### src/rtl/pcr_consts.svh
`ifndef PCR_CONSTS_SVH
`define PCR_CONSTS_SVH

// register byte offsets
`define PCR_CTRL_OFS 8'h00
`define PCR_PRESET_OFS 8'h04
`define PCR_STATUS_OFS 8'h08

// field positions
`define PCR_CTRL_MODE_BIT 0
`define PCR_PRESET_CHAL_LSB 0
`define PCR_PRESET_REPLY_LSB 8

// reset values: challenge preset state 48 (16 pulses), reply state 60 (4 pulses)
`define PCR_CTRL_RST 1'b0
`define PCR_PRESET_CHAL_RST 6'h30
`define PCR_PRESET_REPLY_RST 6'h3c

// code counter
`define PCR_CTR_STAGES 6
`define PCR_CTR_FINAL 6'h3f

// timing: system clock and delays in their own units
`define PCR_CLK_HZ 40000000
`define PCR_CLK_PER_US 40
`define PCR_BLINK_WINDOW_S 12
`define PCR_FLASH_MS 500
`define PCR_FINAL_CLEAR_US 10000
`define PCR_INTER_DELAY_US 5
`define PCR_KEY_ON_US 10
`define PCR_KEY_GAP_US 40

`endif

### src/rtl/pcr_pkg.sv
`default_nettype none
package pcr_pkg;

  typedef enum logic [2:0] {
    cyc_idle = 3'b000,
    cyc_ch_key = 3'b001,
    cyc_ch_recv = 3'b010,
    cyc_sb_recv = 3'b011,
    cyc_sb_delay = 3'b100,
    cyc_sb_key = 3'b101,
    cyc_halt = 3'b110
  } cycle_state_t;

endpackage
`default_nettype wire

### src/rtl/code_counter.sv
`include "pcr_consts.svh"
`default_nettype none
module code_counter (
  // clock and reset
  input wire logic sys_clk,
  input wire logic arst_n,
  // count and preset
  input wire logic step,
  input wire logic load,
  input wire logic [5:0] load_state,
  // indication
  output logic [5:0] state,
  output logic reach,
  output logic over
);

  logic [5:0] next_state;

  // each stage toggles when the stage below it makes its falling transition
  always_comb
  begin
    logic carry;
    carry = step;
    next_state = state;
    for (int i = 0; i < `PCR_CTR_STAGES; i++)
    begin
      next_state[i] = state[i] ^ carry;
      carry = carry & state[i];
    end
  end

  always_ff @(posedge sys_clk or negedge arst_n)
  begin
    if (!arst_n)
      state <= `PCR_CTR_FINAL;
    else if (load)
      state <= load_state;
    else
      state <= next_state;
  end

  assign reach = step && (next_state == `PCR_CTR_FINAL);
  assign over = step && (state == `PCR_CTR_FINAL);

  chk_stage_toggle: assert property (@(posedge sys_clk) disable iff (!arst_n)
    step && !load |=> state == 6'($past(state) + 6'h01))
    else $error("counter did not advance by one stage pattern");

endmodule
`default_nettype wire

### src/rtl/pulse_code_keyer_recognizer.sv
`include "pcr_consts.svh"
`default_nettype none
// What this block does
// - challenge mode: keying switch press starts the pulse generator
// - each generator pulse goes to transmitter key and code counter together
// - first pulse of a cycle trips amber control and starts final-clearout timer
// - challenge: coded count reached stops generator and starts intermediate clearout
// - intermediate clearout presets the code counter for the next count
// - challenge: reply undercount gives no output; wait for final clearout, green off
// - challenge: exact reply count sets the green indicator
// - challenge: reply overcount clears green immediately
// - final clearout resets counter and stages; green off, amber on
// - standby: correct challenge count starts intermediate clearout after short delay
// - standby: challenge overcount blocks pending clearout; wait without reply
// - standby: challenge undercount gives no output; stay in cyc_sb_recv until final clearout
// - standby: intermediate clearout resets counter and keys the reply
// - standby: reply complete stops generator and sets green
// - blinker needs three correct challenges within 12 seconds
// - one blinker counter pulse per correct challenge, when reply starts
// - first blinker pulse starts slow timer; clears out after 12 seconds
// - third blinker pulse lights blinker and starts fast timer
// - fast timer expiry after flash time triggers blinker clearout
// - blinker clearout resets counter, darkens lamp, cancels slow timer
// - challenge keying clears the blinker system every time
// - counter stages are toggles; cascaded and preset for any scale
// - 64-state counter, final state indicates; preset s counts 64 minus s
// - counter preset between phases and again at cycle completion
module pulse_code_keyer_recognizer #(
  parameter int unsigned FINAL_CLEAR_CYC = `PCR_FINAL_CLEAR_US * `PCR_CLK_PER_US,
  parameter int unsigned BLINK_WINDOW_CYC = `PCR_BLINK_WINDOW_S * `PCR_CLK_HZ,
  parameter int unsigned FLASH_CYC = `PCR_FLASH_MS * 1000 * `PCR_CLK_PER_US,
  parameter int unsigned INTER_DELAY_CYC = `PCR_INTER_DELAY_US * `PCR_CLK_PER_US,
  parameter int unsigned KEY_ON_CYC = `PCR_KEY_ON_US * `PCR_CLK_PER_US,
  parameter int unsigned KEY_GAP_CYC = `PCR_KEY_GAP_US * `PCR_CLK_PER_US
) (
  // clock and reset
  input wire logic sys_clk,
  input wire logic arst_n,
  // wishbone slave
  input wire logic wb_cyc_i,
  input wire logic wb_stb_i,
  input wire logic wb_we_i,
  input wire logic [7:0] wb_adr_i,
  input wire logic [3:0] wb_sel_i,
  input wire logic [31:0] wb_dat_i,
  output logic [31:0] wb_dat_o,
  output logic wb_ack_o,
  // operator side
  input wire logic key_switch,
  output logic amber_lamp,
  output logic green_lamp,
  output logic blinker_lamp,
  // radio side
  input wire logic rx_pulse,
  output logic tx_key
);

  pcr_pkg::cycle_state_t state;
  logic mode_challenge;
  logic [5:0] chal_preset;
  logic [5:0] reply_preset;
  logic [2:0] key_sync;
  logic [2:0] rx_sync;
  logic key_rise;
  logic rx_evt;
  logic gen_run;
  logic [15:0] gen_tmr;
  logic gen_evt;
  logic gen_start;
  logic gen_stop;
  logic cnt_step;
  logic ctr_load;
  logic [5:0] ctr_load_state;
  logic [5:0] ctr_state;
  logic ctr_reach;
  logic ctr_over;
  logic amber_tripped;
  logic fc_run;
  logic [31:0] fc_tmr;
  logic fc_expire;
  logic [15:0] ic_tmr;
  logic ic_done;
  logic ch_start;
  logic [1:0] blink_cnt;
  logic blink_pulse;
  logic blink_clear;
  logic slow_run;
  logic [31:0] slow_tmr;
  logic fast_run;
  logic [31:0] fast_tmr;
  logic wb_req;

  // pin synchronisers; third stage only for edge detection
  always_ff @(posedge sys_clk or negedge arst_n)
  begin
    if (!arst_n)
    begin
      key_sync <= 3'h0;
      rx_sync <= 3'h0;
    end
    else
    begin
      key_sync <= {key_sync[1:0], key_switch};
      rx_sync <= {rx_sync[1:0], rx_pulse};
    end
  end

  assign key_rise = key_sync[1] && !key_sync[2];
  assign rx_evt = !rx_sync[1] && rx_sync[2];

  assign ch_start = (state == pcr_pkg::cyc_idle) && mode_challenge && key_rise;
  assign ic_done = (state == pcr_pkg::cyc_sb_delay) && !rx_evt
    && (ic_tmr == 16'(INTER_DELAY_CYC - 1));
  assign gen_start = ch_start || ic_done;
  assign gen_stop = fc_expire || (ctr_reach
    && (state == pcr_pkg::cyc_ch_key || state == pcr_pkg::cyc_sb_key));

  // pulse generator: key high for a time, counter pulsed on its falling edge
  assign gen_evt = gen_run && tx_key && (gen_tmr == 16'h0000);

  always_ff @(posedge sys_clk or negedge arst_n)
  begin
    if (!arst_n)
    begin
      gen_run <= 1'b0;
      tx_key <= 1'b0;
      gen_tmr <= 16'h0000;
    end
    else if (gen_stop)
    begin
      gen_run <= 1'b0;
      tx_key <= 1'b0;
      gen_tmr <= 16'h0000;
    end
    else if (gen_start)
    begin
      gen_run <= 1'b1;
      tx_key <= 1'b1;
      gen_tmr <= 16'(KEY_ON_CYC - 1);
    end
    else if (gen_run && gen_tmr == 16'h0000)
    begin
      tx_key <= !tx_key;
      gen_tmr <= tx_key ? 16'(KEY_GAP_CYC - 1) : 16'(KEY_ON_CYC - 1);
    end
    else if (gen_run)
      gen_tmr <= gen_tmr - 16'h0001;
  end

  // counter input: generator while keying, receiver while listening
  always_comb
  begin
    unique case (state)
      pcr_pkg::cyc_ch_key, pcr_pkg::cyc_sb_key:
        cnt_step = gen_evt;
      pcr_pkg::cyc_idle:
        cnt_step = rx_evt && !mode_challenge;
      pcr_pkg::cyc_ch_recv, pcr_pkg::cyc_sb_recv, pcr_pkg::cyc_sb_delay:
        cnt_step = rx_evt;
      default:
        cnt_step = 1'b0;
    endcase
  end

  // presets: continuous in idle, at intermediate and at final clearout
  assign ctr_load = fc_expire || ic_done
    || ((state == pcr_pkg::cyc_idle) && !cnt_step)
    || ((state == pcr_pkg::cyc_ch_key) && ctr_reach);
  assign ctr_load_state = (fc_expire || state == pcr_pkg::cyc_idle)
    ? 6'(chal_preset - 6'h01) : 6'(reply_preset - 6'h01);

  code_counter u_code_counter (
    .sys_clk(sys_clk),
    .arst_n(arst_n),
    .step(cnt_step),
    .load(ctr_load),
    .load_state(ctr_load_state),
    .state(ctr_state),
    .reach(ctr_reach),
    .over(ctr_over)
  );

  // cycle sequencer
  always_ff @(posedge sys_clk or negedge arst_n)
  begin
    if (!arst_n)
      state <= pcr_pkg::cyc_idle;
    else if (fc_expire)
      state <= pcr_pkg::cyc_idle;
    else
    begin
      unique case (state)
        pcr_pkg::cyc_idle:
          if (ch_start)
            state <= pcr_pkg::cyc_ch_key;
          else if (cnt_step)
            state <= ctr_reach ? pcr_pkg::cyc_sb_delay : pcr_pkg::cyc_sb_recv;
        pcr_pkg::cyc_ch_key:
          if (ctr_reach)
            state <= pcr_pkg::cyc_ch_recv;
        pcr_pkg::cyc_ch_recv:
          state <= pcr_pkg::cyc_ch_recv;
        pcr_pkg::cyc_sb_recv:
          if (ctr_reach)
            state <= pcr_pkg::cyc_sb_delay;
        pcr_pkg::cyc_sb_delay:
          if (rx_evt)
            state <= pcr_pkg::cyc_halt;
          else if (ic_done)
            state <= pcr_pkg::cyc_sb_key;
        pcr_pkg::cyc_sb_key:
          if (ctr_reach)
            state <= pcr_pkg::cyc_halt;
        pcr_pkg::cyc_halt:
          state <= pcr_pkg::cyc_halt;
        default:
          state <= pcr_pkg::cyc_idle;
      endcase
    end
  end

  always_ff @(posedge sys_clk or negedge arst_n)
  begin
    if (!arst_n)
      ic_tmr <= 16'h0000;
    else if (state == pcr_pkg::cyc_sb_delay)
      ic_tmr <= ic_tmr + 16'h0001;
    else
      ic_tmr <= 16'h0000;
  end

  // amber trip and final-clearout delay from the first pulse
  assign fc_expire = fc_run && (fc_tmr == 32'h0000_0000);

  always_ff @(posedge sys_clk or negedge arst_n)
  begin
    if (!arst_n)
    begin
      amber_tripped <= 1'b0;
      fc_run <= 1'b0;
      fc_tmr <= 32'h0000_0000;
    end
    else if (fc_expire)
    begin
      amber_tripped <= 1'b0;
      fc_run <= 1'b0;
    end
    else if (cnt_step && !amber_tripped)
    begin
      amber_tripped <= 1'b1;
      fc_run <= 1'b1;
      fc_tmr <= 32'(FINAL_CLEAR_CYC - 1);
    end
    else if (fc_run)
      fc_tmr <= fc_tmr - 32'h0000_0001;
  end

  always_ff @(posedge sys_clk or negedge arst_n)
  begin
    if (!arst_n)
      green_lamp <= 1'b0;
    else if (fc_expire)
      green_lamp <= 1'b0;
    else if (state == pcr_pkg::cyc_ch_recv && ctr_over)
      green_lamp <= 1'b0;
    else if (ctr_reach && (state == pcr_pkg::cyc_ch_recv || state == pcr_pkg::cyc_sb_key))
      green_lamp <= 1'b1;
  end

  assign amber_lamp = !amber_tripped;

  // blinker system
  assign blink_pulse = ic_done;
  assign blink_clear = ch_start
    || (slow_run && slow_tmr == 32'h0000_0000)
    || (fast_run && fast_tmr == 32'h0000_0000);

  always_ff @(posedge sys_clk or negedge arst_n)
  begin
    if (!arst_n)
    begin
      blink_cnt <= 2'h0;
      blinker_lamp <= 1'b0;
    end
    else if (blink_clear)
    begin
      blink_cnt <= blink_pulse ? 2'h1 : 2'h0;
      blinker_lamp <= 1'b0;
    end
    else if (blink_pulse && blink_cnt != 2'h3)
    begin
      blink_cnt <= blink_cnt + 2'h1;
      if (blink_cnt == 2'h2)
        blinker_lamp <= 1'b1;
    end
  end

  always_ff @(posedge sys_clk or negedge arst_n)
  begin
    if (!arst_n)
    begin
      slow_run <= 1'b0;
      slow_tmr <= 32'h0000_0000;
    end
    else if (blink_pulse && (blink_cnt == 2'h0 || blink_clear))
    begin
      slow_run <= 1'b1;
      slow_tmr <= 32'(BLINK_WINDOW_CYC - 1);
    end
    else if (blink_clear)
      slow_run <= 1'b0;
    else if (slow_run)
      slow_tmr <= slow_tmr - 32'h0000_0001;
  end

  always_ff @(posedge sys_clk or negedge arst_n)
  begin
    if (!arst_n)
    begin
      fast_run <= 1'b0;
      fast_tmr <= 32'h0000_0000;
    end
    else if (blink_clear)
      fast_run <= 1'b0;
    else if (blink_pulse && blink_cnt == 2'h2)
    begin
      fast_run <= 1'b1;
      fast_tmr <= 32'(FLASH_CYC - 1);
    end
    else if (fast_run)
      fast_tmr <= fast_tmr - 32'h0000_0001;
  end

  // wishbone register file, one wait state, ack dropped after one cycle
  assign wb_req = wb_cyc_i && wb_stb_i && !wb_ack_o;

  always_ff @(posedge sys_clk or negedge arst_n)
  begin
    if (!arst_n)
    begin
      wb_ack_o <= 1'b0;
      wb_dat_o <= 32'h0000_0000;
      mode_challenge <= `PCR_CTRL_RST;
      chal_preset <= `PCR_PRESET_CHAL_RST;
      reply_preset <= `PCR_PRESET_REPLY_RST;
    end
    else
    begin
      wb_ack_o <= wb_req;
      wb_dat_o <= 32'h0000_0000;
      if (wb_req && wb_we_i)
      begin
        if (wb_adr_i == `PCR_CTRL_OFS && wb_sel_i[0])
          mode_challenge <= wb_dat_i[`PCR_CTRL_MODE_BIT];
        if (wb_adr_i == `PCR_PRESET_OFS && wb_sel_i[0])
          chal_preset <= wb_dat_i[`PCR_PRESET_CHAL_LSB +: 6];
        if (wb_adr_i == `PCR_PRESET_OFS && wb_sel_i[1])
          reply_preset <= wb_dat_i[`PCR_PRESET_REPLY_LSB +: 6];
      end
      else if (wb_req)
      begin
        unique case (wb_adr_i)
          `PCR_CTRL_OFS:
            wb_dat_o <= {31'h0, mode_challenge};
          `PCR_PRESET_OFS:
            wb_dat_o <= {18'h0, reply_preset, 2'h0, chal_preset};
          `PCR_STATUS_OFS:
            wb_dat_o <= {10'h0, ctr_state, 7'h0, tx_key, blink_cnt, blinker_lamp,
              green_lamp, amber_lamp, state};
          default:
            wb_dat_o <= 32'h0000_0000;
        endcase
      end
    end
  end

  chk_key_start: assert property (@(posedge sys_clk) disable iff (!arst_n)
    ch_start |=> gen_run && tx_key && state == pcr_pkg::cyc_ch_key)
    else $error("keying switch did not start the generator");

  chk_pulse_pair: assert property (@(posedge sys_clk) disable iff (!arst_n)
    (state == pcr_pkg::cyc_ch_key && gen_evt) |-> tx_key && cnt_step ##1 !tx_key)
    else $error("generator pulse not shared by key line and counter");

  chk_amber_trip: assert property (@(posedge sys_clk) disable iff (!arst_n)
    (cnt_step && !amber_tripped && !fc_expire) |=> !amber_lamp && fc_run)
    else $error("first pulse did not trip amber and start final clearout");

  chk_code_stop: assert property (@(posedge sys_clk) disable iff (!arst_n)
    (state == pcr_pkg::cyc_ch_key && ctr_reach && !fc_expire) |=> !gen_run
      && state == pcr_pkg::cyc_ch_recv && ctr_state == 6'($past(reply_preset) - 6'h01))
    else $error("coded count did not stop keying and preset for reply");

  chk_green_set: assert property (@(posedge sys_clk) disable iff (!arst_n)
    (state == pcr_pkg::cyc_ch_recv && ctr_reach && !fc_expire) |=> green_lamp)
    else $error("exact reply did not light green");

  chk_green_over: assert property (@(posedge sys_clk) disable iff (!arst_n)
    (state == pcr_pkg::cyc_ch_recv && ctr_over) |=> !green_lamp)
    else $error("reply overcount left green lit");

  chk_final_clear: assert property (@(posedge sys_clk) disable iff (!arst_n)
    fc_expire |=> state == pcr_pkg::cyc_idle && !green_lamp && amber_lamp && !tx_key)
    else $error("final clearout did not restore the idle state");

  chk_over_block: assert property (@(posedge sys_clk) disable iff (!arst_n)
    (state == pcr_pkg::cyc_sb_delay && rx_evt && !fc_expire) |=> state == pcr_pkg::cyc_halt
      && !gen_run)
    else $error("challenge overcount did not block the reply");

  chk_blink_third: assert property (@(posedge sys_clk) disable iff (!arst_n)
    (blink_pulse && blink_cnt == 2'h2 && !blink_clear) |=> blinker_lamp && fast_run)
    else $error("third correct challenge did not light blinker");

  chk_blink_chal: assert property (@(posedge sys_clk) disable iff (!arst_n)
    ch_start |=> blink_cnt == 2'h0 && !blinker_lamp && !slow_run)
    else $error("challenge did not clear the blinker system");

  chk_wb_ack: assert property (@(posedge sys_clk) disable iff (!arst_n)
    wb_req |=> wb_ack_o ##1 !wb_ack_o)
    else $error("wishbone ack not a single cycle after request");

endmodule
`default_nettype wire

### config.mk
export PLATFORM = sky130hd
export DESIGN_NAME = pulse_code_keyer_recognizer
export DESIGN_NICKNAME = d
export VERILOG_FILES = /design/src/rtl/pcr_pkg.sv /design/src/rtl/code_counter.sv /design/src/rtl/pulse_code_keyer_recognizer.sv
export VERILOG_INCLUDE_DIRS = /design/src /design/src/rtl
export SDC_FILE = /design/constraint.sdc
export NUM_CORES = 1
export LEC_CHECK = 0
export BUFFER_PORTS_ARGS = -buffer_cell sky130_fd_sc_hd__buf_2
export CORE_MARGIN = 5
export CORE_UTILIZATION = 60
export CTS_CLUSTER_SIZE = 25
export DETAILED_ROUTE_END_ITERATION = 8
export HOLD_SLACK_MARGIN = 0.05
export PLACE_DENSITY = 0.88
export SKIP_CTS_REPAIR_TIMING = 1
export SLEW_MARGIN = 10
export SYNTH_ARGS = -nofsm -noshare
export SYNTH_HDL_FRONTEND = slang
export SYNTH_HIERARCHICAL = 1
export SYNTH_SLANG_ARGS = --single-unit
### constraint.sdc
create_clock -name sys_clk -period 6.41 [get_ports sys_clk]
set_input_delay 0.641 -clock sys_clk [delete_from_list [all_inputs] [get_ports sys_clk]]
set_output_delay 0.641 -clock sys_clk [all_outputs]
set_load 0.01 [all_outputs]
# --- Word-level counts from Yosys, hierarchy flattened ---
# Index checks and enable logic that the tools add are counted.
totals:
  ff_bits: 198
  output_inout_bits: 37
  word_cells: 189
op_classes:
  addsub: 8
  eq_ne: 19
  n_mux: 49
  bitwise_logic: 13
  reduce_logical: 78
op_table:
  columns: ["cell", "n"]
  rows:
  - ["32-bit two-way mux", 8]
  - ["32-bit logical NOT", 3]
  - ["32-bit by 1-bit subtractor with 32-bit output (second input constant)", 3]
  - ["16-bit two-way mux", 5]
  - ["22-bit one-hot mux with 3 select lines", 1]
  - ["1-bit logical AND", 30]
  - ["3-bit two-way mux", 9]
  - ["22-bit two-way mux", 1]
  - ["3-bit one-hot mux with 7 select lines", 1]
  - ["1-bit two-way mux", 18]
  - ["2-bit nonzero test", 9]
  - ["16-bit by 1-bit adder with 16-bit output (second input constant)", 1]
  - ["16-bit by 8-bit == test with 1-bit output (second input constant)", 1]
  - ["16-bit logical NOT", 1]
  - ["16-bit by 1-bit subtractor with 16-bit output (second input constant)", 1]
  - ["2-bit AND reduction", 7]
  - ["6-bit == test (second input constant)", 2]
  - ["6-bit two-way mux", 2]
  - ["6-bit by 1-bit subtractor with 6-bit output (second input constant)", 2]
  - ["1-bit logical OR", 11]
  - ["11-bit two-way mux", 1]
  - ["3-bit == test (second input constant)", 3]
  - ["3-bit inequality test (second input constant)", 3]
  - ["8-bit by 3-bit == test with 1-bit output (second input constant)", 1]
  - ["other kinds (22)", 43]

# --- Longest topological paths before layout ---
# Gate-level depths: netlist of the first run.
depth:
  ltp_word: 17
  ltp_mapped: 19
  ltp_nobuf: 18

# --- By module ---
# The synthesis of the first run kept the hierarchy.
by_module_without_submodules:
  columns: ["module", "n_inst", "cells_per_inst", "area_per_inst_um2", "seq_area_each_um2"]
  rows:
  - ["pulse_code_keyer_recognizer", 1, 970, 9296.4, 4511.8]
  - ["code_counter", 1, 26, 359.1, 157.7]

# --- Worst setup path before layout of the first run ---
# Ideal clock, no wire load.
synth_timing:
  kind: "reg-to-reg"
  startpoint: "register gen_tmr[6]"
  endpoint: "register u_code_counter.state[0]"
  setup_ps: 82
  arrival_ps: 4325
  required_ps: 6328
  path_slack_ps: 2002
  stages_incl_launch_ff: 18
  n_path_buf: 1
  synth_period_minus_slack_ps: 4408
  path_cell_list: "dfrtp_1 > or4_4 > or3_1 > nor3_1 > a21oi_1 > inv_1 > ha_1 > ha_1 > ha_1 > ha_1 > ha_1 > nand4_1 > nor3_1 > nor2b_1 > a2111oi_0 > or3_1 > buf_6 > mux2_4"
synth_via:
  elab_chain_cells: 14
  elab_cells_between_ends: 22
  classes_between: "eq/ne: 1; mux: 2; bitwise: 11; reduce/logical: 8"
synth_rtl:
  columns: ["item", "line", "text"]
  rows:
  - ["start: declaration", "pulse_code_keyer_recognizer.sv:67", "logic [15:0] gen_tmr;"]
  - ["start signal: assignment", "pulse_code_keyer_recognizer.sv:139", "gen_tmr <= 16'(KEY_ON_CYC - 1);"]
  - ["start signal: assignment", "pulse_code_keyer_recognizer.sv:144", "gen_tmr <= tx_key ? 16'(KEY_GAP_CYC - 1) : 16'(KEY_ON_CYC - 1);"]
  - ["start signal: assignment", "pulse_code_keyer_recognizer.sv:147", "gen_tmr <= gen_tmr - 16'h0001;"]
  - ["16-bit logical NOT (*)", "pulse_code_keyer_recognizer.sv:119", "assign gen_evt = gen_run && tx_key && (gen_tmr == 16'h0000);"]
  - ["1-bit logical AND (*)", "pulse_code_keyer_recognizer.sv:119", null]
  - ["1-bit one-hot mux with 3 select lines (*)", "pulse_code_keyer_recognizer.sv:153", "unique case (state)"]
  - ["via cnt_step", "pulse_code_keyer_recognizer.sv:71", "logic cnt_step;"]
  - ["1-bit bitwise AND (5 in series)", "code_counter.sv:28", "carry = carry & state[i];"]
  - ["1-bit bitwise XOR", "code_counter.sv:27", "next_state[i] = state[i] ^ carry;"]
  - ["6-bit == test (no source line)", null, null]
  - ["1-bit logical AND (*)", "code_counter.sv:42", "assign reach = step && (next_state == `PCR_CTR_FINAL);"]
  - ["via ctr_reach", "pulse_code_keyer_recognizer.sv:75", "logic ctr_reach;"]
  - ["1-bit logical AND (*)", "pulse_code_keyer_recognizer.sv:168", "|| ((state == pcr_pkg::cyc_ch_key) && ctr_reach);"]
  - ["1-bit logical OR (*)", "pulse_code_keyer_recognizer.sv:168", null]
  - ["via ctr_load", "pulse_code_keyer_recognizer.sv:72", "logic ctr_load;"]
  - ["6-bit two-way mux (*)", "code_counter.sv:36", "else if (load)"]
  - ["end signal: assignment", "code_counter.sv:35", "state <= `PCR_CTR_FINAL;"]
  - ["end signal: assignment", "code_counter.sv:37", "state <= load_state;"]
  - ["end signal: assignment", "code_counter.sv:39", "state <= next_state;"]
  - ["end: declaration", "code_counter.sv:12", "output logic [5:0] state,"]
# Mark *: on every way through the listed nets, which the timed path passes. The rest lies on a longest branch.
# A chain may end at the register's enable or synchronous reset.

# --- Worst setup path after layout of the first run ---
layout_timing:
  startpoint: "register gen_tmr[6]"
  endpoint: "register u_code_counter.state[4]"
# Same word-level chain as after synthesis.

==> metrics.log, run 1 <==
[metrics] standard cell core area: 15,800 um2
[metrics] final std cell area, no fill: approximately 11,000 um2
[metrics] CTS Buffer Depth: 2
[metrics] outcome: finished, final reports clean
[metrics] net total in the final layout: 1,113
[metrics] worst clock skew on the final layout: 0.0138 ns
[metrics] largest fanout of any net on the critical path: 8
[metrics] final routed wire length divided by cell count: 16.9 um
[metrics] 1st-pass router iterations: 5
[metrics] peak supply drop: 271 uV
[metrics] pre-CTS setup slack: 1.65 ns
[metrics] wire length of the first global-routing pass: 36,400 um
[metrics] total power divided by cell area: approximately 310 nW/um2
[metrics] Syn. warnings: 6
[metrics] effective utilization at floorplan: 61.0%
[metrics] via count of the first global-routing pass: ~7.6k
[metrics] placed wire-length estimate: approximately 14,000 um
[metrics] die width: 137 um
[metrics] fraction of final layout cells sized beyond drive strength 1: 13.8%
[metrics] Slew headroom: 33.2%
[metrics] post-synthesis area per instance: 9.69 um2
[metrics] count of pins over their slew limit: 0
[metrics] vias after detailed routing: 7,748
[metrics] placer congestion estimate: 0.871
[metrics] DRC marker count from the first detailed-route iteration: around 570
[metrics] FF-to-FF Start: gen_tmr[6]$_DFFE_PN0P_
[metrics] Primary FF master, synth: sky130_fd_sc_hd__dfrtp_1
[metrics] I/O pin cnt: 88
[metrics] required time at the worst-slack endpoint: 6.78 ns
[metrics] clk slew on worst S/H paths: 0.07 ns
[metrics] startpoint class of the critical path: register
[metrics] placement row count: 46
[metrics] Total GRT Usage: between 20% and 30%
[metrics] hold violation total from the final report: 0
[metrics] setup TNS after final layout: 0 ns
[metrics] Post-DP Area: about 10,000 um2
[metrics] HP Class: input pin to register
[metrics] Layout area overhead: 10.3%
[metrics] number of fill cells in the layout: 1,146
[metrics] fmax: between 150 and 200 MHz
[metrics] actual transition at the worst max-transition pin: 1.00 ns
[metrics] Leakage Power: slightly above 5 nW
[metrics] antenna violation net count after detailed routing: 0
[metrics] setup violation total in the final timing report: 0
[metrics] overall overflow remaining after global route: 0
[metrics] total of max-cap violations: 0
[metrics] Die H: 137 um
[metrics] RSZ-0062 raised after global routing: no
[metrics] clock tree from TritonCTS: done
[metrics] post-synthesis async set-or-reset flop share: 100%
[metrics] Port Buffers: 53
[metrics] element type at the critical path end: register
[metrics] clock root cell: sky130_fd_sc_hd__clkbuf_16
[metrics] final critical path time including I/O delays and setup: 5.01 ns
[metrics] type of the worst setup path: register to register
[metrics] clk_lat worst skew: 0.45 ns
[metrics] timing startpoint of the critical path: gen_tmr[6]$_DFFE_PN0P_
[metrics] count of cell types in the netlist: 78
[metrics] flip-flop and latch count after synthesis: 186
[metrics] count of flip-flops with a built-in enable after synthesis: 0
[metrics] number of antenna violations at the first check in global routing: 0
[metrics] Final period util: 78.2%
[metrics] level count of the clock H-tree: 4
[metrics] start point of the worst hold path: key_switch
[metrics] combined area of the multi-input logic cells: 4730 um2
[metrics] sequential standard cell area: 4670 um2
[metrics] DIE AREA: 18,700 um2
[metrics] number of remaining DRC errors: 0
[metrics] CP Data Arrival Time: between 5 and 6 ns
[metrics] proportion of synthesized chip area in sequential cells: 48.4%
[metrics] pin count of the biggest net entering global routing: ~110
[metrics] post-synthesis instance area: 9660 um2
[metrics] final worst slack: approximately 1.4 ns
[metrics] clock buffer count from CTS: 17
[metrics] cells after synthesis: ~1,000
[metrics] # clock sinks: 186
[metrics] final routed wirelength across all metal layers: 21,600 um
[metrics] via/cell ratio: a little over 6
## report_power, final
group	switching [W]	internal [W]
Sequential	0.000155	0.00130
Combinational	0.000483	0.000367
Clock	0.000507	0.000533
## state kept, by name, summed over array words and instances, names as in the netlist, 6 cells and up
| signal | flops |
|---|---|
| fast_tmr | 32 |
| fc_tmr | 32 |
| slow_tmr | 32 |
| wb_dat_o | 20 |
| gen_tmr | 16 |
| ic_tmr | 16 |
| chal_preset | 6 |
| reply_preset | 6 |
| u_code_counter/state | 6 |
## path summary, 6_finish.rpt
kind | end | slack [ns] | cells past startpoint
setup / recovery | u_code_counter/state[4]$_DFF_PN1_ | 1.40 | 17
max in group asynchronous | wb_dat_o[1]$_DFF_PN0_ | 4.62 | 2
min in group asynchronous | fast_tmr[27]$_DFFE_PN0P_ | 0.32 | 1
setup reg to reg | u_code_counter/state[4]$_DFF_PN1_ | 1.40 | 17
hold reg to reg | key_sync[1]$_DFF_PN0_ | 0.35 | 0
hold / removal | key_sync[0]$_DFF_PN0_ | 0.30 | 1
## final cells by class
class	instances	share of cell area [%]
inverters	20	0.705
repair buffers	59	2.99
clock inverters	14	1.43
diodes	1	0.0235
well taps	216	2.54
clock buffers	18	4.12
multi-input cells	760	44.4
flip-flops and latches	186	43.8
## through the flow
step	hold slack [ns]	utilization, %	total power (W)	instances
floorplan	0.331	-	0.00210	1007
finish	0.305	67.3	0.00335	1274
CTS	0.296	67.3	0.00335	1273
detailed placement	0.338	63.6	0.00229	1241
global route	0.290	67.3	0.00352	1273
global placement	0.332	63.6	0.00226	1241
## cell usage in the layout (no fill, tap or decap), types with 13 or more instances in the layout
cell,count
sky130_fd_sc_hd__a21oi_1,28
sky130_fd_sc_hd__and2_1,16
sky130_fd_sc_hd__buf_2,52
sky130_fd_sc_hd__clkbuf_16,17
sky130_fd_sc_hd__dfrtp_1,174
sky130_fd_sc_hd__ha_1,18
sky130_fd_sc_hd__inv_1,20
sky130_fd_sc_hd__mux2_2,13
sky130_fd_sc_hd__nand2_1,94
sky130_fd_sc_hd__nand3_1,41
sky130_fd_sc_hd__nor2_1,135
sky130_fd_sc_hd__nor3_1,52
sky130_fd_sc_hd__nor4_1,37
sky130_fd_sc_hd__o21ai_0,23
sky130_fd_sc_hd__or3_1,24
sky130_fd_sc_hd__or4_1,18
sky130_fd_sc_hd__xnor2_1,52
sky130_fd_sc_hd__xor2_1,46
## logic make-up after synthesis
group	count (synthesis)	synth area share, %
other	1	0.0388
buffers and inverters	61	3.12
AO/OA/AOI/OAI	110	7.68
AND/OR/NAND/NOR	496	26.4
XOR/XNOR	98	8.89
multiplexers	26	3.12
flip-flops	186	48.4
adder cells (fa/ha/maj)	18	2.33
## synth_stat cells (all sizes together) (6+ instances only)
| master | count | share of area (%) |
|---|---|---|
| nor3b | 6 | 0.47 |
| or4 | 20 | 1.6 |
| a22oi | 8 | 0.62 |
| clkbuf | 15 | 0.60 |
| xnor2 | 52 | 4.7 |
| o211ai | 7 | 0.60 |
| dfrtp | 174 | 45 |
| mux2i | 8 | 0.83 |
| ha | 18 | 2.3 |
| nand3b | 7 | 0.54 |
| and2 | 17 | 1.1 |
| nor3 | 53 | 2.8 |
| mux2 | 18 | 2.3 |
| or2 | 8 | 0.52 |
| a21oi | 28 | 1.5 |
| and3 | 11 | 0.71 |
| nand4 | 11 | 0.71 |
| inv | 20 | 0.78 |
| or3 | 24 | 1.6 |
| xor2 | 46 | 4.2 |
| nor2 | 136 | 5.3 |
| dfstp | 12 | 3.3 |
| nor4 | 39 | 2.7 |
| nand3 | 42 | 2.2 |
| and4 | 7 | 0.63 |
| buf | 26 | 1.7 |
| o21ai | 26 | 1.3 |
| nand2 | 96 | 3.8 |
## layer usage
layer  GRT usage, %  routed length (um)
met5              0                   0
met3           4.74                1100
met1           31.5                8970
met2           39.9               11000
met4           8.59                 497
## worst max-delay path, cell delays in order (launching register included)
cell                        delay, ns
sky130_fd_sc_hd__dfrtp_1         0.45
sky130_fd_sc_hd__or4_4           0.54
sky130_fd_sc_hd__or3_1           0.39
sky130_fd_sc_hd__nor3_1          0.19
sky130_fd_sc_hd__buf_4           0.20
sky130_fd_sc_hd__a21oi_1         0.14
sky130_fd_sc_hd__inv_1           0.15
sky130_fd_sc_hd__ha_1            0.17
sky130_fd_sc_hd__ha_1            0.15
sky130_fd_sc_hd__ha_1            0.14
sky130_fd_sc_hd__ha_1            0.14
sky130_fd_sc_hd__ha_1            0.17
sky130_fd_sc_hd__xnor2_1         0.11
sky130_fd_sc_hd__nor3_1          0.61
sky130_fd_sc_hd__nor2b_1         0.16
sky130_fd_sc_hd__a2111oi_0       0.49
sky130_fd_sc_hd__or3_1           0.40
sky130_fd_sc_hd__mux2_4          0.34
Note: power is estimated with default switching activity, not from simulation.
==> run 2, diff against run 1 <==
clock period = 5 ns   (was 6.41 ns; I/O delays follow)
==> metrics.log, run 2 (synthesis results as in run 1) <==
[metrics] pin count of the biggest net entering global routing: between 100 and 150
[metrics] antenna violation net count after detailed routing: 0
[metrics] clock tree from TritonCTS: done
[metrics] most common library cell in the layout ignoring fill and taps: sky130_fd_sc_hd__dfrtp_1
[metrics] standard cell core area: roughly 16,000 um2
[metrics] net total in the final layout: around 1.1k
[metrics] placer congestion estimate: between 0.8 and 0.9
[metrics] element type at the critical path end: register
[metrics] peak supply drop: 325 uV
[metrics] final routed wire length divided by cell count: between 15 and 20 um
[metrics] DRC marker count from the first detailed-route iteration: 594
[metrics] clk slew on worst S/H paths: around 0.070 ns
[metrics] 1st-pass router iterations: 5
[metrics] HP Class: input pin to register
[metrics] Port Buffers: 53
[metrics] effective utilization at floorplan: 61.0%
[metrics] Final period util: 94.6%
[metrics] setup violation total in the final timing report: 0
[metrics] CTS Buffer Depth: 2
[metrics] vias after detailed routing: roughly 7.7k
[metrics] number of fill cells in the layout: 1,148
[metrics] combined area of the multi-input logic cells: ~4700 um2
[metrics] type of the worst setup path: register to register
[metrics] sequential standard cell area: between 4000 and 5000 um2
[metrics] setup TNS after final layout: 0 ns
[metrics] count of pins over their slew limit: 0
[metrics] hold violation total from the final report: 0
[metrics] Register-to-Register Path Depth: 17
[metrics] actual transition at the worst max-transition pin: 1.06 ns
[metrics] pre-CTS setup slack: between 0.4 and 0.5 ns
[metrics] largest incremental delay on the critical path: 0.54 ns
[metrics] number of antenna violations at the first check in global routing: 1
[metrics] final critical path time including I/O delays and setup: 4.73 ns
[metrics] start point of the worst hold path: key_switch
[metrics] number of remaining DRC errors: 0
[metrics] fraction of final layout cells sized beyond drive strength 1: around 14%
[metrics] Layout area overhead: 10.7%
[metrics] final worst slack: 0.272 ns
[metrics] total of max-cap violations: 0
[metrics] placement row count: 46
[metrics] outcome: finished, final reports clean
[metrics] clock root cell: sky130_fd_sc_hd__clkbuf_16
[metrics] clock buffer count from CTS: 17
[metrics] wire length of the first global-routing pass: roughly 36,000 um
[metrics] total power divided by cell area: 405 nW/um2
[metrics] Total GRT Usage: roughly a quarter
[metrics] startpoint class of the critical path: register
[metrics] required time at the worst-slack endpoint: 5.37 ns
[metrics] WHS Endpoint: key_sync[0]$_DFF_PN0_
[metrics] Crit-path slowest cell: sky130_fd_sc_hd__or4_4
[metrics] ordered list of cells on the worst path: or4_4, or3_1, nor3_1, a21oi_1, inv_1, ha_1, ha_1, ha_1, ha_1, ha_1, xnor2_1, nor3_1, buf_4, nor2b_1, a2111oi_0, or3_1, mux2_4
[metrics] via count of the first global-routing pass: ~7.4k
[metrics] final core utilization: 67.6%
[metrics] overall overflow remaining after global route: 0
[metrics] clk_lat worst skew: 0.44 ns
[metrics] largest fanout of any net on the critical path: 7
[metrics] Die H: ~140 um
[metrics] I/O pin cnt: 88
[metrics] Slew headroom: a little under 30%
[metrics] via/cell ratio: roughly 6
[metrics] highest-count cells in the layout ignoring fill and taps: sky130_fd_sc_hd__dfrtp_1, sky130_fd_sc_hd__nor2_1, sky130_fd_sc_hd__nand2_1
[metrics] most frequent cell on the critical path: sky130_fd_sc_hd__ha_1
[metrics] Leakage Power: between 5 and 6 nW
[metrics] placed wire-length estimate: around 14,000 um
[metrics] number of cells on the worst hold path: 1
[metrics] FF-to-FF Start: gen_tmr[6]$_DFFE_PN0P_
[metrics] fmax: 212 MHz
[metrics] # clock sinks: 186
[metrics] level count of the clock H-tree: 4
[metrics] worst clock skew on the final layout: 0.0113 ns
[metrics] final routed wirelength across all metal layers: 21,800 um
[metrics] CP Data Arrival Time: 5.09 ns
[metrics] RSZ-0062 raised after global routing: no
[metrics] DIE AREA: roughly 19,000 um2
[metrics] die width: 137 um
[metrics] register-to-register path setup slack: roughly 0.27 ns
[metrics] largest registers ranked by flip-flop count: fast_tmr (32), fc_tmr (32), slow_tmr (32)
[metrics] endpoint of the worst register-to-register path: u_code_counter/state[1]$_DFF_PN1_
==> run 2: cell count changes in the layout (fill, tap and decap cells not counted), sizes merged <==
| cell | delta |
|---|---|
| inv | -1 |
| clkinvlp | +1 |
| buf | +3 |
| clkinv | -3 |
| clkbuf | +2 |
| bufinv | +1 |
==> run 2: layer usage <==
layer | part of all wire, % | up-vias | track usage, %
met4 | 1.9 | 0 | 9.04
met5 | 0 | - | 0
li1 | - | 3603 | -
met2 | 50 | 297 | 38.4
met1 | 42 | 3710 | 32.2
met3 | 5.9 | 44 | 4.89
==> run 2: worst max-delay path, delay by kind of cell, from the launching register on <==
family,cells,cell delay (ns)
muxes,1,0.35
buffers and inverters,2,0.34
xor gates and xnor gates,1,0.09
and+or+nand+nor,6,2.00
AOI/OAI and AO/OA,2,0.61
DFF,1,0.45
adders and majority gates,5,0.81
==> run 2: layout make-up <==
type,count,area share (%)
clock buffers,20,4.36
multi-input cells,760,44.3
inverters,20,0.702
repair buffers,62,3.19
flip-flops and latches,186,43.7
well taps,216,2.53
diodes,1,0.0234
clock inverters,12,1.22
==> run 2: how the worst max path moves through the flow <==
stage / start / end / slack, ns / cells past startpoint
floorplan: gen_tmr[6]$_DFFE_PN0P_ / u_code_counter/state[0]$_DFF_PN1_ / 0.59 / 17
global placement: gen_tmr[6]$_DFFE_PN0P_ / gen_tmr[15]$_DFFE_PN0P_ / 0.60 / 18
detailed placement: gen_tmr[6]$_DFFE_PN0P_ / gen_tmr[11]$_DFFE_PN0P_ / 0.43 / 18
CTS: gen_tmr[6]$_DFFE_PN0P_ / gen_tmr[11]$_DFFE_PN0P_ / 0.39 / 18
global route: gen_tmr[6]$_DFFE_PN0P_ / u_code_counter/state[1]$_DFF_PN1_ / 0.05 / 17
finish: gen_tmr[6]$_DFFE_PN0P_ / u_code_counter/state[1]$_DFF_PN1_ / 0.27 / 17
==> run 2: where the power goes <==
group          switching, W  leakage, nW  internal [W]
clock              0.000619        0.286      0.000742
sequential         0.000186         2.48       0.00167
combinational      0.000641         2.36      0.000476
==> run 2: per-stage QoR <==
step | cells | area [um2] | power [W] | hold slack, ns
floorplan | 1007 | 9700 | 0.00269 | 0.204
global placement | 1244 | 10100 | 0.00290 | 0.334
detailed placement | 1244 | 10100 | 0.00294 | 0.339
CTS | 1276 | 10700 | 0.00433 | 0.151
global route | 1277 | 10700 | 0.00456 | 0.148
finish | 1277 | 10700 | 0.00433 | 0.161
==> run 3, diff against run 2 <==
REMOVE_ABC_BUFFERS = 1   (was default)
==> metrics.log, run 3 (synthesis results as in run 1) <==
[metrics] number of remaining DRC errors: 0
[metrics] number of antenna violations at the first check in global routing: 0
[metrics] standard cell core area: 15,800 um2
[metrics] via count of the first global-routing pass: around 7.7k
[metrics] start point of the worst hold path: rx_pulse
[metrics] hold violation total from the final report: 0
[metrics] final worst slack: 0.193 ns
[metrics] final routed wirelength across all metal layers: 21,700 um
[metrics] fraction of final layout cells sized beyond drive strength 1: between 10 and 15%
[metrics] setup TNS after final layout: 0 ns
[metrics] DRC marker count from the first detailed-route iteration: 630
[metrics] final critical path time including I/O delays and setup: 4.81 ns
[metrics] Die H: 137 um
[metrics] largest registers ranked by flip-flop count: fast_tmr (32), fc_tmr (32), slow_tmr (32)
[metrics] total power divided by cell area: 407 nW/um2
[metrics] WHS Endpoint: rx_sync[0]$_DFF_PN0_
[metrics] FF-to-FF Start: gen_tmr[6]$_DFFE_PN0P_
[metrics] I/O pin cnt: 88
[metrics] startpoint class of the critical path: register
[metrics] sequential standard cell area: 4670 um2
[metrics] overall overflow remaining after global route: 0
[metrics] DIE AREA: approximately 19,000 um2
[metrics] 1st-pass router iterations: 6
[metrics] net total in the final layout: 1,115
[metrics] most common library cell in the layout ignoring fill and taps: sky130_fd_sc_hd__dfrtp_1
[metrics] outcome: finished, final reports clean
[metrics] # clock sinks: 186
[metrics] level count of the clock H-tree: 4
[metrics] Total GRT Usage: 24.3%
[metrics] pin count of the biggest net entering global routing: 112
[metrics] Final period util: 96.1%
[metrics] element type at the critical path end: register
[metrics] actual transition at the worst max-transition pin: 0.898 ns
[metrics] setup violation total in the final timing report: 0
[metrics] required time at the worst-slack endpoint: 5.36 ns
[metrics] clk slew on worst S/H paths: 0.07 ns
[metrics] placement row count: 46
[metrics] clk_lat worst skew: 0.44 ns
[metrics] placed wire-length estimate: between 10,000 and 15,000 um
[metrics] CTS Buffer Depth: 2
[metrics] placer congestion estimate: 0.899
[metrics] CP Data Arrival Time: 5.17 ns
[metrics] pre-CTS setup slack: 0.236 ns
[metrics] number of fill cells in the layout: 1,139
[metrics] worst clock skew on the final layout: 0.0107 ns
[metrics] Register-to-Register Path Depth: 17
[metrics] wire length of the first global-routing pass: ~37,000 um
[metrics] HP Class: input pin to register
[metrics] effective utilization at floorplan: 61.0%
[metrics] timing startpoint of the critical path: gen_tmr[6]$_DFFE_PN0P_
[metrics] Slew headroom: 39.9%
[metrics] combined area of the multi-input logic cells: ~4800 um2
[metrics] fmax: 208 MHz
[metrics] Leakage Power: 5.13 nW
[metrics] clock buffer count from CTS: 17
[metrics] antenna violation net count after detailed routing: 0
[metrics] count of pins over their slew limit: 0
[metrics] largest fanout of any net on the critical path: 7
[metrics] Layout area overhead: 10.8%
[metrics] dpl cells: between 1k and 1.5k
[metrics] highest-count cells in the layout ignoring fill and taps: sky130_fd_sc_hd__dfrtp_1, sky130_fd_sc_hd__nor2_1, sky130_fd_sc_hd__nand2_1
[metrics] endpoint of the worst register-to-register path: u_code_counter/state[2]$_DFF_PN1_
[metrics] vias after detailed routing: 7,763
[metrics] final routed wire length divided by cell count: 17.1 um
[metrics] number of standard cells in the final layout excluding fillers: 1,275
[metrics] clock tree from TritonCTS: done
[metrics] number of cells on the worst hold path: 1
[metrics] type of the worst setup path: register to register
[metrics] via/cell ratio: about 6.1
[metrics] total of max-cap violations: 0
[metrics] antenna fix cells: 0
[metrics] Port Buffers: 53
[metrics] die width: 137 um
[metrics] clock root cell: sky130_fd_sc_hd__clkbuf_16
[metrics] peak supply drop: 322 uV
[metrics] register-to-register path setup slack: ~0.19 ns
run 3: how the worst max path moves through the flow:
stage                                                    to  cells past startpoint
after floorplan           u_code_counter/state[0]$_DFF_PN1_                     16
after global placement              gen_tmr[10]$_DFFE_PN0P_                     18
after detailed placement            gen_tmr[10]$_DFFE_PN0P_                     18
after CTS                           gen_tmr[10]$_DFFE_PN0P_                     18
after global routing      u_code_counter/state[2]$_DFF_PN1_                     17
final                     u_code_counter/state[2]$_DFF_PN1_                     17
run 3: metal layers:
layer	share of wire, %	vias to the layer above	track usage, %	wire length (um)
met1	41	3796	32.1	8860
met2	50	295	40.1	11000
li1	-	3609	-	-
met5	0	-	0	0
met3	6.4	63	5.44	1380
met4	2.5	0	7.98	554
run 3: final cells by class:
cell class / count / area share (%)
flip-flops and latches: 186 / 43.6
repair buffers: 61 / 3.12
inverters: 20 / 0.702
clock buffers: 20 / 4.27
well taps: 216 / 2.53
clock inverters: 12 / 1.32
multi-input cells: 760 / 44.4
run 3: per-stage QoR:
step | power (W) | hold WS [ns] | utilization [%] | cell area (um2)
finish | 0.00435 | 0.170 | 67.6 | 10700
global route | 0.00459 | 0.161 | 67.6 | 10700
CTS | 0.00434 | 0.159 | 67.4 | 10700
detailed placement | 0.00295 | 0.335 | 63.7 | 10100
global placement | 0.00289 | 0.333 | 63.7 | 10100
floorplan | 0.00266 | 0.204 | - | 9470
run 3: worst max-delay path, cell delays in order (launching register included):
cell	delay, ns
sky130_fd_sc_hd__dfrtp_1	0.45
sky130_fd_sc_hd__or4_4	0.54
sky130_fd_sc_hd__or3_1	0.40
sky130_fd_sc_hd__nor3_1	0.37
sky130_fd_sc_hd__a21oi_1	0.17
sky130_fd_sc_hd__inv_1	0.15
sky130_fd_sc_hd__ha_1	0.17
sky130_fd_sc_hd__ha_1	0.14
sky130_fd_sc_hd__ha_1	0.16
sky130_fd_sc_hd__ha_1	0.17
sky130_fd_sc_hd__ha_1	0.21
sky130_fd_sc_hd__xnor2_1	0.14
sky130_fd_sc_hd__nor3_1	0.26
sky130_fd_sc_hd__buf_4	0.20
sky130_fd_sc_hd__nor2b_1	0.07
sky130_fd_sc_hd__a2111oi_0	0.51
sky130_fd_sc_hd__or3_4	0.30
sky130_fd_sc_hd__mux2_4	0.32
run 3: report_power, final:
group / switching (W) / internal, W / total [W]
Clock: 0.000596 / 0.000770 / 0.00137
Combinational: 0.000645 / 0.000475 / 0.00112
Sequential: 0.000196 / 0.00167 / 0.00187
Total: 0.00144 / 0.00292 / 0.00435
